[config.mk]
export PLATFORM = sky130hd
export DESIGN_NAME = motion_config_register_bank
export DESIGN_NICKNAME = d
export VERILOG_FILES = /design/src/shared/motion_bank_pkg.sv /design/src/shared/pointer_port_if.sv /design/src/hdl/motion_config_register_bank.sv /design/src/hdl/auto_increment_pointer.sv
export SDC_FILE = /design/constraint.sdc
export NUM_CORES = 1
export LEC_CHECK = 0
export BUFFER_PORTS_ARGS = -buffer_cell sky130_fd_sc_hd__buf_2
export CAP_MARGIN = 5
export CORE_MARGIN = 4
export CORE_UTILIZATION = 30
export CTS_BUF_LIST = sky130_fd_sc_hd__clkbuf_2
export CTS_CLUSTER_SIZE = 40
export DETAILED_ROUTE_END_ITERATION = 7
export GPL_ROUTABILITY_DRIVEN = 0
export MAX_ROUTING_LAYER = met4
export SYNTH_ARGS = -nofsm -noshare
export SYNTH_HDL_FRONTEND = slang
export SYNTH_SLANG_ARGS = --single-unit
[constraint.sdc]
create_clock -name clock -period 3.1 [get_ports clock]
set_input_delay 0.62 -clock clock [delete_from_list [all_inputs] [get_ports clock]]
set_output_delay 0.62 -clock clock [all_outputs]
set_load 0.03 [all_outputs]
[src/shared/motion_bank_pkg.sv]
// Constants, addresses and types shared by the motion configuration register bank
package motion_bank_pkg;

  // ***************************************************************
  // Register addresses
  // ***************************************************************
  localparam logic [7:0] TRANSIENT_CONFIG_ADDR = 8'h1d;
  localparam logic [7:0] TRANSIENT_STATUS_ADDR = 8'h1e;
  localparam logic [7:0] TRANSIENT_THRESHOLD_ADDR = 8'h1f;
  localparam logic [7:0] TRANSIENT_DEBOUNCE_ADDR = 8'h20;
  localparam logic [7:0] PULSE_CONFIG_ADDR = 8'h21;
  localparam logic [7:0] PULSE_STATUS_ADDR = 8'h22;
  localparam logic [7:0] PULSE_THRESHOLD_X_ADDR = 8'h23;
  localparam logic [7:0] PULSE_THRESHOLD_Y_ADDR = 8'h24;
  localparam logic [7:0] PULSE_THRESHOLD_Z_ADDR = 8'h25;
  localparam logic [7:0] PULSE_TIME_LIMIT_ADDR = 8'h26;
  localparam logic [7:0] PULSE_LATENCY_ADDR = 8'h27;
  localparam logic [7:0] PULSE_SECOND_WINDOW_ADDR = 8'h28;
  localparam logic [7:0] SLEEP_COUNTER_ADDR = 8'h29;
  localparam logic [7:0] CONTROL_ONE_ADDR = 8'h2a;
  localparam logic [7:0] CONTROL_TWO_ADDR = 8'h2b;
  localparam logic [7:0] CONTROL_THREE_ADDR = 8'h2c;
  localparam logic [7:0] INTERRUPT_ENABLE_ADDR = 8'h2d;
  localparam logic [7:0] INTERRUPT_PIN_MAP_ADDR = 8'h2e;
  localparam logic [7:0] OFFSET_X_AXIS_ADDR = 8'h2f;
  localparam logic [7:0] OFFSET_Y_AXIS_ADDR = 8'h30;
  localparam logic [7:0] OFFSET_Z_AXIS_ADDR = 8'h31;

  // ***************************************************************
  // Bank layout and values
  // ***************************************************************
  localparam int REG_COUNT = 21;
  localparam logic [7:0] FIRST_ADDR = TRANSIENT_CONFIG_ADDR;
  localparam logic [7:0] LAST_ADDR = OFFSET_Z_AXIS_ADDR;
  localparam logic [7:0] RESET_VALUE = 8'h00;
  localparam logic [7:0] UNMAPPED_READ_VALUE = 8'h00;
  localparam logic [7:0] WRAP_TARGET_ADDR = 8'h0d;
  localparam logic [7:0] CLEARED_ADDR = 8'h00;
  localparam logic [7:0] ADDR_STEP = 8'h01;
  localparam int ACTIVE_BIT = 0;
  localparam int SOFT_RESET_BIT = 6;

  // ***************************************************************
  // Operating mode
  // ***************************************************************
  typedef enum logic [1:0] {
    MODE_IDLE = 2'b01,
    MODE_MEASURING = 2'b10
  } mode_t;

endpackage

[src/shared/pointer_port_if.sv]
// Link between the register bank and its auto-increment address pointer
`timescale 1ns/1ps
`default_nettype none
interface pointer_port_if;
  logic load;
  logic [7:0] load_value;
  logic advance;
  logic clear;
  logic [7:0] address;

  modport owner (
    input load,
    input load_value,
    input advance,
    input clear,
    output address
  );

  modport user (
    output load,
    output load_value,
    output advance,
    output clear,
    input address
  );
endinterface
`default_nettype wire

[src/hdl/motion_config_register_bank.sv]
// Transient, pulse, control, interrupt and offset register bank
//
// What this block does
// RULE1: Burst read advances address by one
// RULE2: After last offset register, next address wraps
// RULE3: Registers keep contents entering idle state
// RULE4: Status registers clear entering measuring state
// RULE5: Thresholds and debounce writable in both states
// RULE6: Threshold or debounce write resets debounce counter
// RULE7: Other writes refused while measuring, except run/reset
// RULE8: Auto-increment only on burst reads
// RULE9: Stop condition clears stored address
// RULE10: All registers reset to zero
// RULE11: Status registers are read-only
// RULE12: Pin map steers sources to pins
// RULE13: Host idles device before rewriting configuration
// RULE14: Sequence independent of fifo and fast-read
`timescale 1ns/1ps
`default_nettype none
module motion_config_register_bank
  import motion_bank_pkg::*;
(
  input wire logic clock,
  input wire logic rst,
  input wire logic ce,
  input wire logic addr_load,
  input wire logic [7:0] addr_value,
  input wire logic write_strobe,
  input wire logic [7:0] write_data,
  input wire logic read_strobe,
  input wire logic burst_read,
  input wire logic stop_detected,
  input wire logic transient_status_load,
  input wire logic [7:0] transient_status_value,
  input wire logic pulse_status_load,
  input wire logic [7:0] pulse_status_value,
  input wire logic [7:0] interrupt_sources,
  output logic [7:0] read_data,
  output logic read_valid,
  output logic write_refused,
  output logic measuring,
  output logic soft_reset,
  output logic transient_debounce_clear,
  output logic pulse_debounce_clear,
  output logic [8*REG_COUNT-1:0] config_image,
  output logic interrupt_pin_one,
  output logic interrupt_pin_two,
  output logic [7:0] current_address
);

  // ***************************************************************
  // Bank indices
  // ***************************************************************
  // Slot k of the bank holds the register at FIRST_ADDR plus k
  localparam logic [4:0] IDX_TRANSIENT_CONFIG = 5'(TRANSIENT_CONFIG_ADDR - FIRST_ADDR);
  localparam logic [4:0] IDX_TRANSIENT_STATUS = 5'(TRANSIENT_STATUS_ADDR - FIRST_ADDR);
  localparam logic [4:0] IDX_TRANSIENT_THRESHOLD = 5'(TRANSIENT_THRESHOLD_ADDR - FIRST_ADDR);
  localparam logic [4:0] IDX_TRANSIENT_DEBOUNCE = 5'(TRANSIENT_DEBOUNCE_ADDR - FIRST_ADDR);
  localparam logic [4:0] IDX_PULSE_CONFIG = 5'(PULSE_CONFIG_ADDR - FIRST_ADDR);
  localparam logic [4:0] IDX_PULSE_STATUS = 5'(PULSE_STATUS_ADDR - FIRST_ADDR);
  localparam logic [4:0] IDX_PULSE_THRESHOLD_X = 5'(PULSE_THRESHOLD_X_ADDR - FIRST_ADDR);
  localparam logic [4:0] IDX_PULSE_THRESHOLD_Y = 5'(PULSE_THRESHOLD_Y_ADDR - FIRST_ADDR);
  localparam logic [4:0] IDX_PULSE_THRESHOLD_Z = 5'(PULSE_THRESHOLD_Z_ADDR - FIRST_ADDR);
  localparam logic [4:0] IDX_PULSE_TIME_LIMIT = 5'(PULSE_TIME_LIMIT_ADDR - FIRST_ADDR);
  localparam logic [4:0] IDX_PULSE_LATENCY = 5'(PULSE_LATENCY_ADDR - FIRST_ADDR);
  localparam logic [4:0] IDX_PULSE_SECOND_WINDOW = 5'(PULSE_SECOND_WINDOW_ADDR - FIRST_ADDR);
  localparam logic [4:0] IDX_SLEEP_COUNTER = 5'(SLEEP_COUNTER_ADDR - FIRST_ADDR);
  localparam logic [4:0] IDX_CONTROL_ONE = 5'(CONTROL_ONE_ADDR - FIRST_ADDR);
  localparam logic [4:0] IDX_CONTROL_TWO = 5'(CONTROL_TWO_ADDR - FIRST_ADDR);
  localparam logic [4:0] IDX_CONTROL_THREE = 5'(CONTROL_THREE_ADDR - FIRST_ADDR);
  localparam logic [4:0] IDX_INTERRUPT_ENABLE = 5'(INTERRUPT_ENABLE_ADDR - FIRST_ADDR);
  localparam logic [4:0] IDX_INTERRUPT_PIN_MAP = 5'(INTERRUPT_PIN_MAP_ADDR - FIRST_ADDR);
  localparam logic [4:0] IDX_OFFSET_X_AXIS = 5'(OFFSET_X_AXIS_ADDR - FIRST_ADDR);
  localparam logic [4:0] IDX_OFFSET_Y_AXIS = 5'(OFFSET_Y_AXIS_ADDR - FIRST_ADDR);
  localparam logic [4:0] IDX_OFFSET_Z_AXIS = 5'(OFFSET_Z_AXIS_ADDR - FIRST_ADDR);

  // ***************************************************************
  // State
  // ***************************************************************
  typedef struct packed {
    logic [REG_COUNT-1:0][7:0] bank;
    mode_t mode;
    logic [7:0] read_data;
    logic read_valid;
    logic write_refused;
    logic soft_reset;
    logic transient_clear;
    logic pulse_clear;
    logic pin_one;
    logic pin_two;
  } bank_state_t;

  localparam bank_state_t STATE_RESET = '{
    bank: {REG_COUNT{RESET_VALUE}},
    mode: MODE_IDLE,
    read_data: RESET_VALUE,
    read_valid: 1'b0,
    write_refused: 1'b0,
    soft_reset: 1'b0,
    transient_clear: 1'b0,
    pulse_clear: 1'b0,
    pin_one: 1'b0,
    pin_two: 1'b0
  };

  bank_state_t state;
  bank_state_t next_state;

  pointer_port_if pointer_port ();

  logic [7:0] addr;
  logic in_range;
  logic [4:0] idx;
  logic is_measuring;
  logic [7:0] routed_sources;
  logic write_hit;
  logic write_stray;
  logic [7:0] pin_one_sources;
  logic [7:0] pin_two_sources;

  // ***************************************************************
  // Address pointer
  // ***************************************************************
  assign pointer_port.load = addr_load;
  assign pointer_port.load_value = addr_value;
  // Single reads and writes leave the pointer where it is
  assign pointer_port.advance = read_strobe && burst_read; // see RULE8
  assign pointer_port.clear = stop_detected; // see RULE9

  auto_increment_pointer u_auto_increment_pointer (
    .clock(clock),
    .rst(rst),
    .ce(ce),
    .port(pointer_port.owner)
  );

  assign addr = pointer_port.address;
  assign in_range = (addr >= FIRST_ADDR) && (addr <= LAST_ADDR);
  assign idx = 5'(addr - FIRST_ADDR);
  assign is_measuring = (state.mode == MODE_MEASURING);

  // ***************************************************************
  // Access decode
  // ***************************************************************
  // Writes outside the bank are refused; other register logic owns them
  assign write_hit = write_strobe && in_range;
  assign write_stray = write_strobe && !in_range;

  // ***************************************************************
  // Interrupt routing
  // ***************************************************************
  assign routed_sources = interrupt_sources & state.bank[IDX_INTERRUPT_ENABLE];
  // Each enabled source lands on exactly one pin
  assign pin_one_sources = routed_sources & state.bank[IDX_INTERRUPT_PIN_MAP];
  assign pin_two_sources = routed_sources & ~state.bank[IDX_INTERRUPT_PIN_MAP];

  // ***************************************************************
  // Next state
  // ***************************************************************
  always_comb begin
    next_state = state;
    next_state.read_valid = 1'b0;
    next_state.write_refused = 1'b0;
    next_state.soft_reset = 1'b0;
    next_state.transient_clear = 1'b0;
    next_state.pulse_clear = 1'b0;

    // ********
    // Read path
    // ********
    // Addresses outside the bank belong to other logic and read as zero
    if (read_strobe) begin
      next_state.read_valid = 1'b1;
      case (addr)
        TRANSIENT_CONFIG_ADDR: next_state.read_data = state.bank[IDX_TRANSIENT_CONFIG];
        TRANSIENT_STATUS_ADDR: next_state.read_data = state.bank[IDX_TRANSIENT_STATUS];
        TRANSIENT_THRESHOLD_ADDR: next_state.read_data = state.bank[IDX_TRANSIENT_THRESHOLD];
        TRANSIENT_DEBOUNCE_ADDR: next_state.read_data = state.bank[IDX_TRANSIENT_DEBOUNCE];

        PULSE_CONFIG_ADDR: next_state.read_data = state.bank[IDX_PULSE_CONFIG];
        PULSE_STATUS_ADDR: next_state.read_data = state.bank[IDX_PULSE_STATUS];
        PULSE_THRESHOLD_X_ADDR: next_state.read_data = state.bank[IDX_PULSE_THRESHOLD_X];
        PULSE_THRESHOLD_Y_ADDR: next_state.read_data = state.bank[IDX_PULSE_THRESHOLD_Y];
        PULSE_THRESHOLD_Z_ADDR: next_state.read_data = state.bank[IDX_PULSE_THRESHOLD_Z];
        PULSE_TIME_LIMIT_ADDR: next_state.read_data = state.bank[IDX_PULSE_TIME_LIMIT];
        PULSE_LATENCY_ADDR: next_state.read_data = state.bank[IDX_PULSE_LATENCY];
        PULSE_SECOND_WINDOW_ADDR: next_state.read_data = state.bank[IDX_PULSE_SECOND_WINDOW];

        SLEEP_COUNTER_ADDR: next_state.read_data = state.bank[IDX_SLEEP_COUNTER];
        CONTROL_ONE_ADDR: next_state.read_data = state.bank[IDX_CONTROL_ONE];
        CONTROL_TWO_ADDR: next_state.read_data = state.bank[IDX_CONTROL_TWO];
        CONTROL_THREE_ADDR: next_state.read_data = state.bank[IDX_CONTROL_THREE];

        INTERRUPT_ENABLE_ADDR: next_state.read_data = state.bank[IDX_INTERRUPT_ENABLE];
        INTERRUPT_PIN_MAP_ADDR: next_state.read_data = state.bank[IDX_INTERRUPT_PIN_MAP];

        OFFSET_X_AXIS_ADDR: next_state.read_data = state.bank[IDX_OFFSET_X_AXIS];
        OFFSET_Y_AXIS_ADDR: next_state.read_data = state.bank[IDX_OFFSET_Y_AXIS];
        OFFSET_Z_AXIS_ADDR: next_state.read_data = state.bank[IDX_OFFSET_Z_AXIS];
        default: next_state.read_data = UNMAPPED_READ_VALUE;
      endcase
    end

    // ********
    // Write path
    // ********
    if (write_hit) begin
      case (addr)
        TRANSIENT_STATUS_ADDR,
        PULSE_STATUS_ADDR: begin
          next_state.write_refused = 1'b1; // see RULE11
        end
        TRANSIENT_THRESHOLD_ADDR,
        TRANSIENT_DEBOUNCE_ADDR: begin
          next_state.bank[idx] = write_data; // see RULE5
          next_state.transient_clear = 1'b1; // see RULE6
        end
        PULSE_THRESHOLD_X_ADDR,
        PULSE_THRESHOLD_Y_ADDR,
        PULSE_THRESHOLD_Z_ADDR: begin
          next_state.bank[idx] = write_data; // see RULE5
          next_state.pulse_clear = 1'b1; // see RULE6
        end
        CONTROL_ONE_ADDR: begin
          if (is_measuring) begin
            // Only the run/stop bit moves while measuring
            next_state.bank[idx][ACTIVE_BIT] = write_data[ACTIVE_BIT]; // see RULE7
          end else begin
            next_state.bank[idx] = write_data;
          end
        end
        CONTROL_TWO_ADDR: begin
          if (!is_measuring) begin
            next_state.bank[idx] = write_data;
          end
          // Soft reset is honoured in either state
          next_state.soft_reset = write_data[SOFT_RESET_BIT]; // see RULE7
        end
        TRANSIENT_CONFIG_ADDR,
        PULSE_CONFIG_ADDR,
        PULSE_TIME_LIMIT_ADDR,
        PULSE_LATENCY_ADDR,
        PULSE_SECOND_WINDOW_ADDR,
        SLEEP_COUNTER_ADDR,
        CONTROL_THREE_ADDR,
        INTERRUPT_ENABLE_ADDR,
        INTERRUPT_PIN_MAP_ADDR,
        OFFSET_X_AXIS_ADDR,
        OFFSET_Y_AXIS_ADDR,
        OFFSET_Z_AXIS_ADDR: begin
          // Settings must not shift under a running detector
          if (is_measuring) begin
            next_state.write_refused = 1'b1; // see RULE7
          end else begin
            next_state.bank[idx] = write_data;
          end
        end
        default: begin
          // Every bank address is listed above; anything else is refused
          next_state.write_refused = 1'b1;
        end
      endcase
    end else if (write_stray) begin
      next_state.write_refused = 1'b1;
    end

    // ********
    // Operating mode
    // ********
    // Mode follows the run/stop bit; leaving measuring touches no register
    case (state.mode)
      MODE_IDLE: begin
        if (next_state.bank[IDX_CONTROL_ONE][ACTIVE_BIT]) begin
          next_state.mode = MODE_MEASURING;
          next_state.bank[IDX_TRANSIENT_STATUS] = RESET_VALUE; // see RULE4
          next_state.bank[IDX_PULSE_STATUS] = RESET_VALUE; // see RULE4
        end
      end
      MODE_MEASURING: begin
        if (!next_state.bank[IDX_CONTROL_ONE][ACTIVE_BIT]) begin
          next_state.mode = MODE_IDLE; // see RULE3
        end
      end
      default: begin
        next_state.mode = MODE_IDLE;
      end
    endcase

    // ********
    // Detector loads
    // ********
    // Detector updates win over the clear on entry to measuring
    if (transient_status_load) begin
      next_state.bank[IDX_TRANSIENT_STATUS] = transient_status_value;
    end
    if (pulse_status_load) begin
      next_state.bank[IDX_PULSE_STATUS] = pulse_status_value;
    end

    // ********
    // Interrupt pins
    // ********
    // Pin map: a set bit sends the source to pin one, a clear bit to pin two
    next_state.pin_one = |pin_one_sources; // see RULE12
    next_state.pin_two = |pin_two_sources; // see RULE12

    // ********
    // Soft reset
    // ********
    // Soft reset returns the whole bank to its reset image
    if (state.soft_reset) begin
      next_state.bank = STATE_RESET.bank; // see RULE10
      next_state.mode = MODE_IDLE;
    end
  end

  // ***************************************************************
  // State register
  // ***************************************************************
  always_ff @(posedge clock) begin
    // Reset overrides the enable so a frozen bank can still be cleared
    if (rst) begin
      state <= STATE_RESET; // see RULE10
    end else if (ce) begin
      state <= next_state;
    end
  end

  // ***************************************************************
  // Outputs
  // ***************************************************************
  assign read_data = state.read_data;
  assign read_valid = state.read_valid;
  assign write_refused = state.write_refused;
  assign measuring = is_measuring;

  // Soft reset and debounce clear pulses below last a single enabled cycle
  assign soft_reset = state.soft_reset;
  assign transient_debounce_clear = state.transient_clear;
  assign pulse_debounce_clear = state.pulse_clear;
  assign config_image = state.bank;
  assign interrupt_pin_one = state.pin_one;
  assign interrupt_pin_two = state.pin_two;
  assign current_address = addr;

endmodule
`default_nettype wire

[src/hdl/auto_increment_pointer.sv]
// Register address pointer with burst auto-increment and wrap
`timescale 1ns/1ps
`default_nettype none
module auto_increment_pointer
  import motion_bank_pkg::*;
(
  input wire logic clock,
  input wire logic rst,
  input wire logic ce,
  pointer_port_if.owner port
);

  typedef struct packed {
    logic [7:0] address;
  } pointer_state_t;

  pointer_state_t state;
  pointer_state_t next_state;

  // ***************************************************************
  // Next address
  // ***************************************************************
  always_comb begin
    next_state = state;
    // Stop has priority so a stray advance cannot survive the end of a transfer
    if (port.clear) begin
      next_state.address = CLEARED_ADDR; // see RULE9
    end else if (port.load) begin
      next_state.address = port.load_value;
    end else if (port.advance) begin
      // Sequence is fixed; no fifo or fast-read setting reaches here (see RULE14)
      if (state.address == LAST_ADDR) begin
        next_state.address = WRAP_TARGET_ADDR; // see RULE2
      end else begin
        next_state.address = state.address + ADDR_STEP; // see RULE1
      end
    end
  end

  // ***************************************************************
  // State register
  // ***************************************************************
  always_ff @(posedge clock) begin
    if (rst) begin
      state <= '{address: CLEARED_ADDR};
    end else if (ce) begin
      state <= next_state;
    end
  end

  assign port.address = state.address;

endmodule
`default_nettype wire

# --- Word-level counts from Yosys, hierarchy flattened ---
# Cells that the tools add are included.
op_classes:
  mux: 34
  reduce_logical: 21
  eq_ne: 26
  order_cmp: 4
  bitwise: 4
  add_sub_neg: 2
op_table:
  columns: ["cell", "n"]
  rows:
  - ["$mux W168", 3]
  - ["$pmux W168 S3", 1]
  - ["$bwmux W168", 2]
  - ["$mux W170", 1]
  - ["$pmux W8 S21", 1]
  - ["$eq A8 B6 Y1 const B", 18]
  - ["$mux W8", 11]
  - ["$demux W8 S5", 2]
  - ["$and A8 B8 Y8", 3]
  - ["$eq A8 B5 Y1 const B", 3]
  - ["$reduce_or A8 Y1", 2]
  - ["$reduce_or A13 Y1", 1]
  - ["$reduce_or A12 Y1", 1]
  - ["$add A8 B1 Y8 const B", 1]
  - ["$ge A8 B5 Y1 const B", 1]
  - ["$le A8 B6 Y1 const B", 1]
  - ["$mux W1", 8]
  - ["$not A8 Y8", 1]
  - ["$reduce_or A7 Y1", 1]
  - ["$lt A5 B6 Y1 const B", 1]
  - ["$ne A3 B3 Y1 const B", 2]
  - ["$ge A5 B1 Y1 const B", 1]
  - ["$logic_and A1 B1 Y1", 5]
  - ["$reduce_or A5 Y1", 1]
  - ["17 further kinds", 19]
word_totals:
  reg_bits: 193
  word_cells: 123
  input_bits: 50

# --- Logic depth before layout (Yosys ltp) ---
# Gate-level depths: netlist of the first run.
depth:
  depth_word: 13
  depth_mapped: 13

# --- By module ---
# Synthesis of the first run repeated with hierarchy kept, for this count alone.
hier_totals:
  hier_cells: 1205
  hier_area_um2: 10887.9
modules_own_cells:
  columns: ["module", "n_inst", "seq_area_each_um2", "area_per_inst_um2", "cells_each"]
  rows:
  - ["motion_config_register_bank", 1, 3703.6, 10293.6, 1132]
  - ["auto_increment_pointer", 1, 160.2, 594.3, 73]

# --- Worst setup path after synthesis of the first run ---
# Ideal clock, no wire load.
synth_timing:
  kind: "reg2reg"
  from: "reg u_auto_increment_pointer.state (netlist bit u_auto_increment_pointer.port.address[0])"
  to: "reg state (netlist bit config_image[94])"
  setup_slack_ns: 0.038
  stages_incl_launch_ff: 12
  synth_period_minus_slack_ns: 3.062
  arrival_time_ns: 2.945
  path_buffers: 2
  path_cell_list: "dfxtp_1 -> clkbuf_1 -> inv_1 -> ha_1 -> clkbuf_1 -> or3b_1 -> o2bb2ai_1 -> o211ai_1 -> a21o_1 -> a31oi_1 -> o22ai_4 -> a22o_1"
synth_between:
  elab_chain_cells: 10
  elab_cells_between_ends: 43
  cone_classes: "1 x add/sub; 4 x order compare; 20 x eq/ne; 10 x mux; 8 x reduce/logical"
synth_lines:
  columns: ["element", "line", "source"]
  rows:
  - ["from (decl)", "auto_increment_pointer.sv:17", "pointer_state_t state;"]
  - ["from (signal assigned)", "auto_increment_pointer.sv:45", "state <= '{address: CLEARED_ADDR};"]
  - ["from (signal assigned)", "auto_increment_pointer.sv:47", "state <= next_state;"]
  - ["$sub A5 B5 Y5", "motion_config_register_bank.sv:139", "assign idx = 5'(addr - FIRST_ADDR);"]
  - ["$lt A5 B6 Y1 (not written as such) or $ge A5 B1 Y1 (tied branches)", null, null]
  - ["$logic_and A1 B1 Y1 (not written as such)", null, null]
  - ["$mux W8 (not written as such)", null, null]
  - ["$demux W8 S5", null, null]
  - ["$bwmux W168", null, null]
  - ["$mux W168, on equally long branches", "motion_config_register_bank.sv:233, motion_config_register_bank.sv:252, motion_config_register_bank.sv:225", null]
  - ["$pmux W168 S3", "motion_config_register_bank.sv:208", "case (addr)"]
  - ["$mux W168", "motion_config_register_bank.sv:207", "if (write_hit) begin"]
  - ["$mux W170", "motion_config_register_bank.sv:311", "if (state.soft_reset) begin"]
  - ["to (signal assigned)", "motion_config_register_bank.sv:325", "state <= next_state;"]
  - ["to (decl)", "motion_config_register_bank.sv:106", "bank_state_t state;"]
# Parallel ways exist; a longest one is shown, timed or not. The select of a mux whose other input is x is not followed.
# A chain may end at the register's enable or synchronous reset.

# --- Worst setup path in the final report of the first run ---
layout_timing:
  from: "reg u_auto_increment_pointer.state (netlist bit u_auto_increment_pointer.port.address[0])"
  to: "reg state (netlist bit config_image[58])"
# The elaborated chain is that of the path after synthesis.

==> impl_results.md, run 1 <==
- Status: completed
- Maximum vdd drop: 0.1690 mV
- IO Count: 242
- Largest family of logic cells by synthesized area: compound AO/OA/AOI/OAI gates
- Mux contribution to synthesized area: 0.01776
- Worst setup slack after layout: 66.96 ps
- Htree depth: 4
- DRT iter0 DRCs: 1604
- Syn nets: 1286
- CP Class: reg2reg
- Ys Warns: 0
- CP max FO: 17
- Synth unique cells: 88
- Fmax: 0.3297 GHz
- Filler cells: 3802
- Via density: 5.994
- Non-filler cells, final: 1772
- Syn Inst Count: 1230
- CTS Buffer Depth: 2
- MaxCap Viol Count: 0
- Startpoint types: flop
- Adder-cell share of the synthesized area: 0.006786
- Row count: 70
- Clk_lat worst skew: 860 ps
- P_leak: 4.950 nW
- Dpl cells: 1734
- Final Cycle Share: 0.9784
- XOR/XNOR share of the synthesized area: 0.001583
- Most frequent cells in the layout: buf_2 (241), dfxtp_1 (191), o2bb2ai_1 (93)
- Post-synth ARST share: 0
- Routed WL: 48.65 mm
- Initial Utilization: 0.3029
- Max stage delay on crit path: 500 ps
- CTS tree: built
- DR DRC count: 0
- Hold Path Class: in2reg
- DP Wirelength: 37.72 mm
- Clk sinks: 193
- Commonest non-fill, non-tap cell in the layout: buf_2
- Global-route wire length before repair: 68.40 mm
- Vias in the first global route: 9750
- Placed cell area: 11660 sq um
- Die area: 40010 sq um
- Pre-CTS WS: 40.47 ps
- Area growth syn-to-layout: 8.765%
- Port Buffers: 241
- Antenna Nets Post-Route: 0
- Drt wl/cell: 27.45 um
- Simple-gate share of the synthesized area: 0.1287
- Hold_ws: 41.59 ps
- RSZ-0062 raised after global routing: true
- Critical Path RT: 3840 ps
- Fraction of final layout cells with drive strength greater than 1: 0.3147
- Slew margin rel.: 0.2960
- Worst-margin pin slew: 1056 ps
- Skew final: 62.28 ps
- CTS buffer count: 17
- Cell area after synthesis: 11060 sq um
- Final min period: 3033 ps
- Endpoints failing setup: 0
- Cell area after layout: 12030 sq um
- Setup TNS after final layout: 0 ps
- Die extent in x: 200.0 um
- Crit. End Element: flop
- DR pass1 iterations: 7
- CORE AREA: 36520 sq um
- Crit-path slowest cell: a311oi_1
- Largest net degree at the start of global routing: 64
- Cells along the critical path: inv_1 -> ha_1 -> and3_1 -> a21oi_2 -> o211a_4 -> nand2_2 -> a311oi_1 -> o22ai_2 -> o2bb2ai_1
- Top Layer Used: met4
- Synthesized area per cell: 8.994 sq um
- Die Ht: 200.0 um
- Total GRT Usage: 0.2384
- Grt total ovfl: 0
- Compound-cell area share of the yosys netlist: 0.3285
- Initial antenna violation count: 1
- Via count: 10620
- PwrDens: 372.2 nW/um^2
- Root buf cell: clkbuf_2
- Number of flops mapped to enable cells by yosys: 0
- Wl on met1: 19.92 mm
- Arrival time of the worst setup path: 3780 ps
- Met2 wire length: 20.43 mm
- Clk slew on worst S/H paths: 300 ps
- Synth Register Bits: 193
- Top FF cell, synth: dfxtp_1
- Final #Nets: 1346
- DR WL met3: 6.387 mm
- Pins Over Slew Limit: 0
- Register area share after synthesis: 0.3492
- Final hold vios: 0
area by class of cell:
cell class | instances | area (sq um) | share of cell area
Clock buffer | 19 | 95.09 | 0.007903
Inverter | 18 | 67.56 | 0.005615
Tap cell | 468 | 585.6 | 0.04866
Sequential cell | 193 | 3866 | 0.3213
Clock inverter | 13 | 171.4 | 0.01425
Timing Repair Buffer | 320 | 1837 | 0.1526
Multi-Input combinational cell | 740 | 5408 | 0.4494
Antenna cell | 1 | 2.502 | 0.0002080
metal layers:
metal  up-vias  global-route usage
met3       133             0.07586
met2       774              0.3357
met5         -                   -
met1      5106              0.3203
met4         0             0.08679
li1       4609                   -
stage by stage:
step	total power [mW]	util
2_1_floorplan	2.871	-
6_report	4.479	0.3295
3_5_place_dp	3.050	0.3193
3_3_place_gp	3.046	0.3193
4_1_cts	4.467	0.3282
5_1_grt	4.618	0.3295
power by group:
group	internal (mW)	switching, mW	total (mW)
sequential	2.51	0.0329	2.54
combinational	0.162	0.326	0.488
clock	0.477	0.971	1.45
total	3.15	1.33	4.48
critical path, delay by kind of cell, from the launching register on:
family,cells,cell delay [ps]
buffers and inverters,1,90
AND/OR/NAND/NOR,2,550
flip-flops,1,430
AO/OA/AOI/OAI,5,1480
adder cells (fa/ha/maj),1,340
worst paths after layout:
path	slack (ps)	depth (start not counted)	end	from
setup reg to reg	70	9	config_image[58]$_SDFFE_PP0P_	u_auto_increment_pointer.port.address[0]$_SDFFE_PP0P_
setup / recovery	70	9	config_image[58]$_SDFFE_PP0P_	u_auto_increment_pointer.port.address[0]$_SDFFE_PP0P_
hold reg to reg	470	2	read_data[1]$_SDFFE_PP0P_	read_data[1]$_SDFFE_PP0P_
hold / removal	40	3	write_refused$_SDFFE_PP0P_	write_strobe
cell usage after synthesis (5+ instances only):
cell,count,area share
a211oi_1,9,0.0061
a21o_1,8,0.0054
a21oi_1,57,0.026
a221oi_1,11,0.0087
a222oi_1,7,0.0063
a22o_1,52,0.041
a22oi_1,41,0.028
a311oi_1,5,0.0040
a31oi_1,26,0.015
a32o_1,6,0.0054
a32oi_1,8,0.0063
and2_1,9,0.0051
and3_1,20,0.011
buf_1,6,0.0020
buf_2,25,0.011
buf_4,180,0.12
clkbuf_1,64,0.022
dfxtp_1,193,0.35
ha_1,6,0.0068
inv_1,18,0.0061
mux2i_1,14,0.013
nand2_1,59,0.020
nand2b_1,9,0.0051
nand3_1,39,0.018
nand4_1,20,0.011
nor2_1,42,0.014
nor2b_1,23,0.013
nor3_1,6,0.0027
nor3_2,5,0.0045
o211ai_1,16,0.011
o21ai_0,24,0.011
o21bai_1,7,0.0048
o22ai_1,20,0.011
o22ai_2,7,0.0079
o22ai_4,12,0.022
o2bb2ai_1,93,0.074
or3_1,8,0.0045
state kept, by name, summed over array words and instances (netlist names):
name and flops:
read_data 8, interrupt_pin_one 1, soft_reset 1, interrupt_pin_two 1, write_refused 1, pulse_debounce_clear 1
read_valid 1, state 2, config_image 168, transient_debounce_clear 1, u_auto_increment_pointer.port.address 8
timing repair:
item | in CTS | in global routing
setup endpoints to repair | 7 | 140
pin swaps | 0 | 1
endpoints found under the hold margin | 5 | 0
resized for setup | 2 | 13
hold buffers | 5 | 0
buffers inserted | 0 | 0
logic make-up (layout without fill, tap and decap cells):
| group | after synthesis | in the layout |
|---|---|---|
| AND/OR/NAND/NOR | 264 | 264 |
| multiplexers | 18 | 18 |
| other | 0 | 1 |
| adder cells (fa/ha/maj) | 6 | 6 |
| AO/OA/AOI/OAI | 450 | 450 |
| buffers and inverters | 297 | 370 |
| XOR/XNOR | 2 | 2 |
| flip-flops | 193 | 193 |
(Power assumes the default switching activity.)
==> inputs of run 2 (changes only) <==
==> constraint.sdc (replaced) <==
create_clock -name clock -period 3.2 [get_ports clock]
set_input_delay 0.64 -clock clock [delete_from_list [all_inputs] [get_ports clock]]
set_output_delay 0.64 -clock clock [all_outputs]
set_load 0.03 [all_outputs]
==> impl_results.md, run 2 (synthesis results as in run 1) <==
- IO Count: 242 (unchanged)
- MaxCap Viol Count: 0 (unchanged)
- Root buf cell: clkbuf_2
- DR DRC count: 0 (unchanged)
- Routed WL: 48.21 mm (-0.89%)
- Initial antenna violation count: 2 (+1)
- RSZ-0062 raised after global routing: false
- Pre-CTS WS: 125.4 ps (+84.96 ps)
- Die extent in x: 200.0 um (unchanged)
- Fmax: 0.3254 GHz (-1.3%)
- Clk sinks: 193 (unchanged)
- PwrDens: 359.4 nW/um^2 (-3.4%)
- Total GRT Usage: 0.2385 (about the same)
- Clk slew on worst S/H paths: 320 ps (+20 ps)
- CP max FO: 10 (-7)
- Maximum vdd drop: 0.1877 mV (+11%)
- Gr busiest metal: met2
- Clk_lat worst skew: 870 ps (about the same)
- Pins Over Slew Limit: 0 (unchanged)
- Setup TNS after final layout: 0 ps (unchanged)
- Endpoints failing setup: 0 (unchanged)
- Max reg flops: 168 (unchanged)
- Vias in the first global route: 9564 (-1.9%)
- Commonest non-fill, non-tap cell in the layout: buf_2
- Fraction of final layout cells with drive strength greater than 1: 0.2992 (-0.01551)
- CTS buffer count: 17 (unchanged)
- Skew final: 55.69 ps (-6.591 ps)
- Hold depth: 3 (unchanged)
- Largest net degree at the start of global routing: 43 (-33%)
- Worst-margin pin slew: 879.4 ps (-176.6 ps)
- Worst Reg-to-Reg Cells: 10 (+1)
- Antenna Nets Post-Route: 0 (unchanged)
- Area growth syn-to-layout: 8.550%
- Worst setup slack after layout: 127.0 ps (+60.01 ps)
- Startpoint types: flop
- Initial Utilization: 0.3029 (unchanged)
- Via count: 10520 (-0.96%)
- GRT met3 Usage: 0.06177 (-0.01410)
- Global-route wire length before repair: 68.45 mm (about the same)
- CP Class: reg2reg
- DP Wirelength: 37.13 mm (-1.6%)
- Final #Nets: 1340 (-0.45%)
- Filler cells: 3814 (+0.32%)
- Final min period: 3073 ps (+39.99 ps)
- Final Cycle Share: 0.9603 (-0.01808)
- DR pass1 iterations: 6 (-1)
- Critical Path RT: 3970 ps (+130 ps)
- Row count: 70 (unchanged)
- Crit. End Element: flop
- CTS tree: built
- Die Ht: 200.0 um (unchanged)
- Crit-path slowest cell: dfxtp_2
- Hold Path Class: in2reg
- Post-CTS Setup Inserts: 0 (unchanged)
- Total power: 4.317 mW (-3.6%)
- DRT iter0 DRCs: 1467 (-8.5%)
- Port Buffers: 241 (unchanged)
- P_leak: 4.951 nW (about the same)
- Slew margin rel.: 0.4111 (+0.1151)
- Cells along the critical path: inv_1 -> ha_1 -> buf_4 -> or3b_1 -> o2bb2ai_1 -> o211ai_1 -> a21o_1 -> a31oi_1 -> o22ai_4 -> a22o_1
- Met2 usage: 0.3427 (+0.006986)
- Grt total ovfl: 0 (unchanged)
- Arrival time of the worst setup path: 3840 ps (+60 ps)
- Via density: 5.957 (-0.62%)
- Status: completed
- CORE AREA: 36520 sq um (unchanged)
- Final hold vios: 0 (unchanged)
- Max stage delay on crit path: 500 ps (about the same)
- Die area: 40010 sq um (unchanged)
- Htree depth: 4 (unchanged)
- Drt wl/cell: 27.30 um (-0.56%)
- CTS Buffer Depth: 2 (unchanged)
- Met1 GRT Util: 0.3291 (+0.008759)
- Most frequent cells in the layout: buf_2 (241), dfxtp_1 (192), o2bb2ai_1 (93)
==> run 2: worst paths after layout <==
kind                                                              start                            end  slack, ps
hold reg to reg                               read_data[7]$_SDFFE_PP0P_      read_data[7]$_SDFFE_PP0P_        470
setup / recovery  u_auto_increment_pointer.port.address[0]$_SDFFE_PP0P_  config_image[66]$_SDFFE_PP0P_        130
setup reg to reg  u_auto_increment_pointer.port.address[0]$_SDFFE_PP0P_  config_image[66]$_SDFFE_PP0P_        130
hold / removal                                             write_strobe     write_refused$_SDFFE_PP0P_         70
==> run 2: what timing repair did <==
| item | 4_1_cts | 5_1_grt |
|---|---|---|
| endpoints found under the hold margin | 14 | 0 |
| hold buffers | 14 | 0 |
| setup endpoints to repair | 0 | 111 |
| gates resized for setup | 0 | 10 |
==> run 2: final cells by class <==
cell class	instances	area [sq um]	area share
Multi-Input combinational cell	740	5404	0.4500
Sequential cell	193	3865	0.3218
Timing Repair Buffer	314	1814	0.1511
Tap cell	468	585.6	0.04876
Clock inverter	15	185.2	0.01542
Clock buffer	17	85.08	0.007085
Inverter	18	67.56	0.005626
Antenna cell	1	2.502	0.0002084
==> run 2: routing by layer <==
layer / up-vias / part of all wire
met5: - / 0
met4: 0 / 0.032
met3: 102 / 0.12
met2: 779 / 0.43
met1: 5038 / 0.42
li1: 4601 / -
==> run 2: where the power goes <==
group | internal [mW] | switching, mW
Sequential | 2.43 | 0.0300
Combinational | 0.161 | 0.316
Clock | 0.344 | 1.03
==> run 2: critical path: cells and delay by family (launching register included) <==
family	cells	cell delay, ps
flops	1	500
buf+inv	2	280
simple gates	1	340
compound gates	6	1630
fa+ha+maj	1	260
==> run 2: per-stage QoR <==
stage | cell area, sq um | hold WS, ps | std cells | util
final | 12010 | 66.37 | 1766 | 0.3288
after global routing | 12010 | 17.88 | 1766 | 0.3288
after CTS | 11960 | 28.77 | 1765 | 0.3274
after detailed placement | 11550 | 449.6 | 1719 | 0.3162
after global placement | 11550 | 442.6 | 1719 | 0.3162
after floorplan | 11060 | 432.2 | 1230 | -
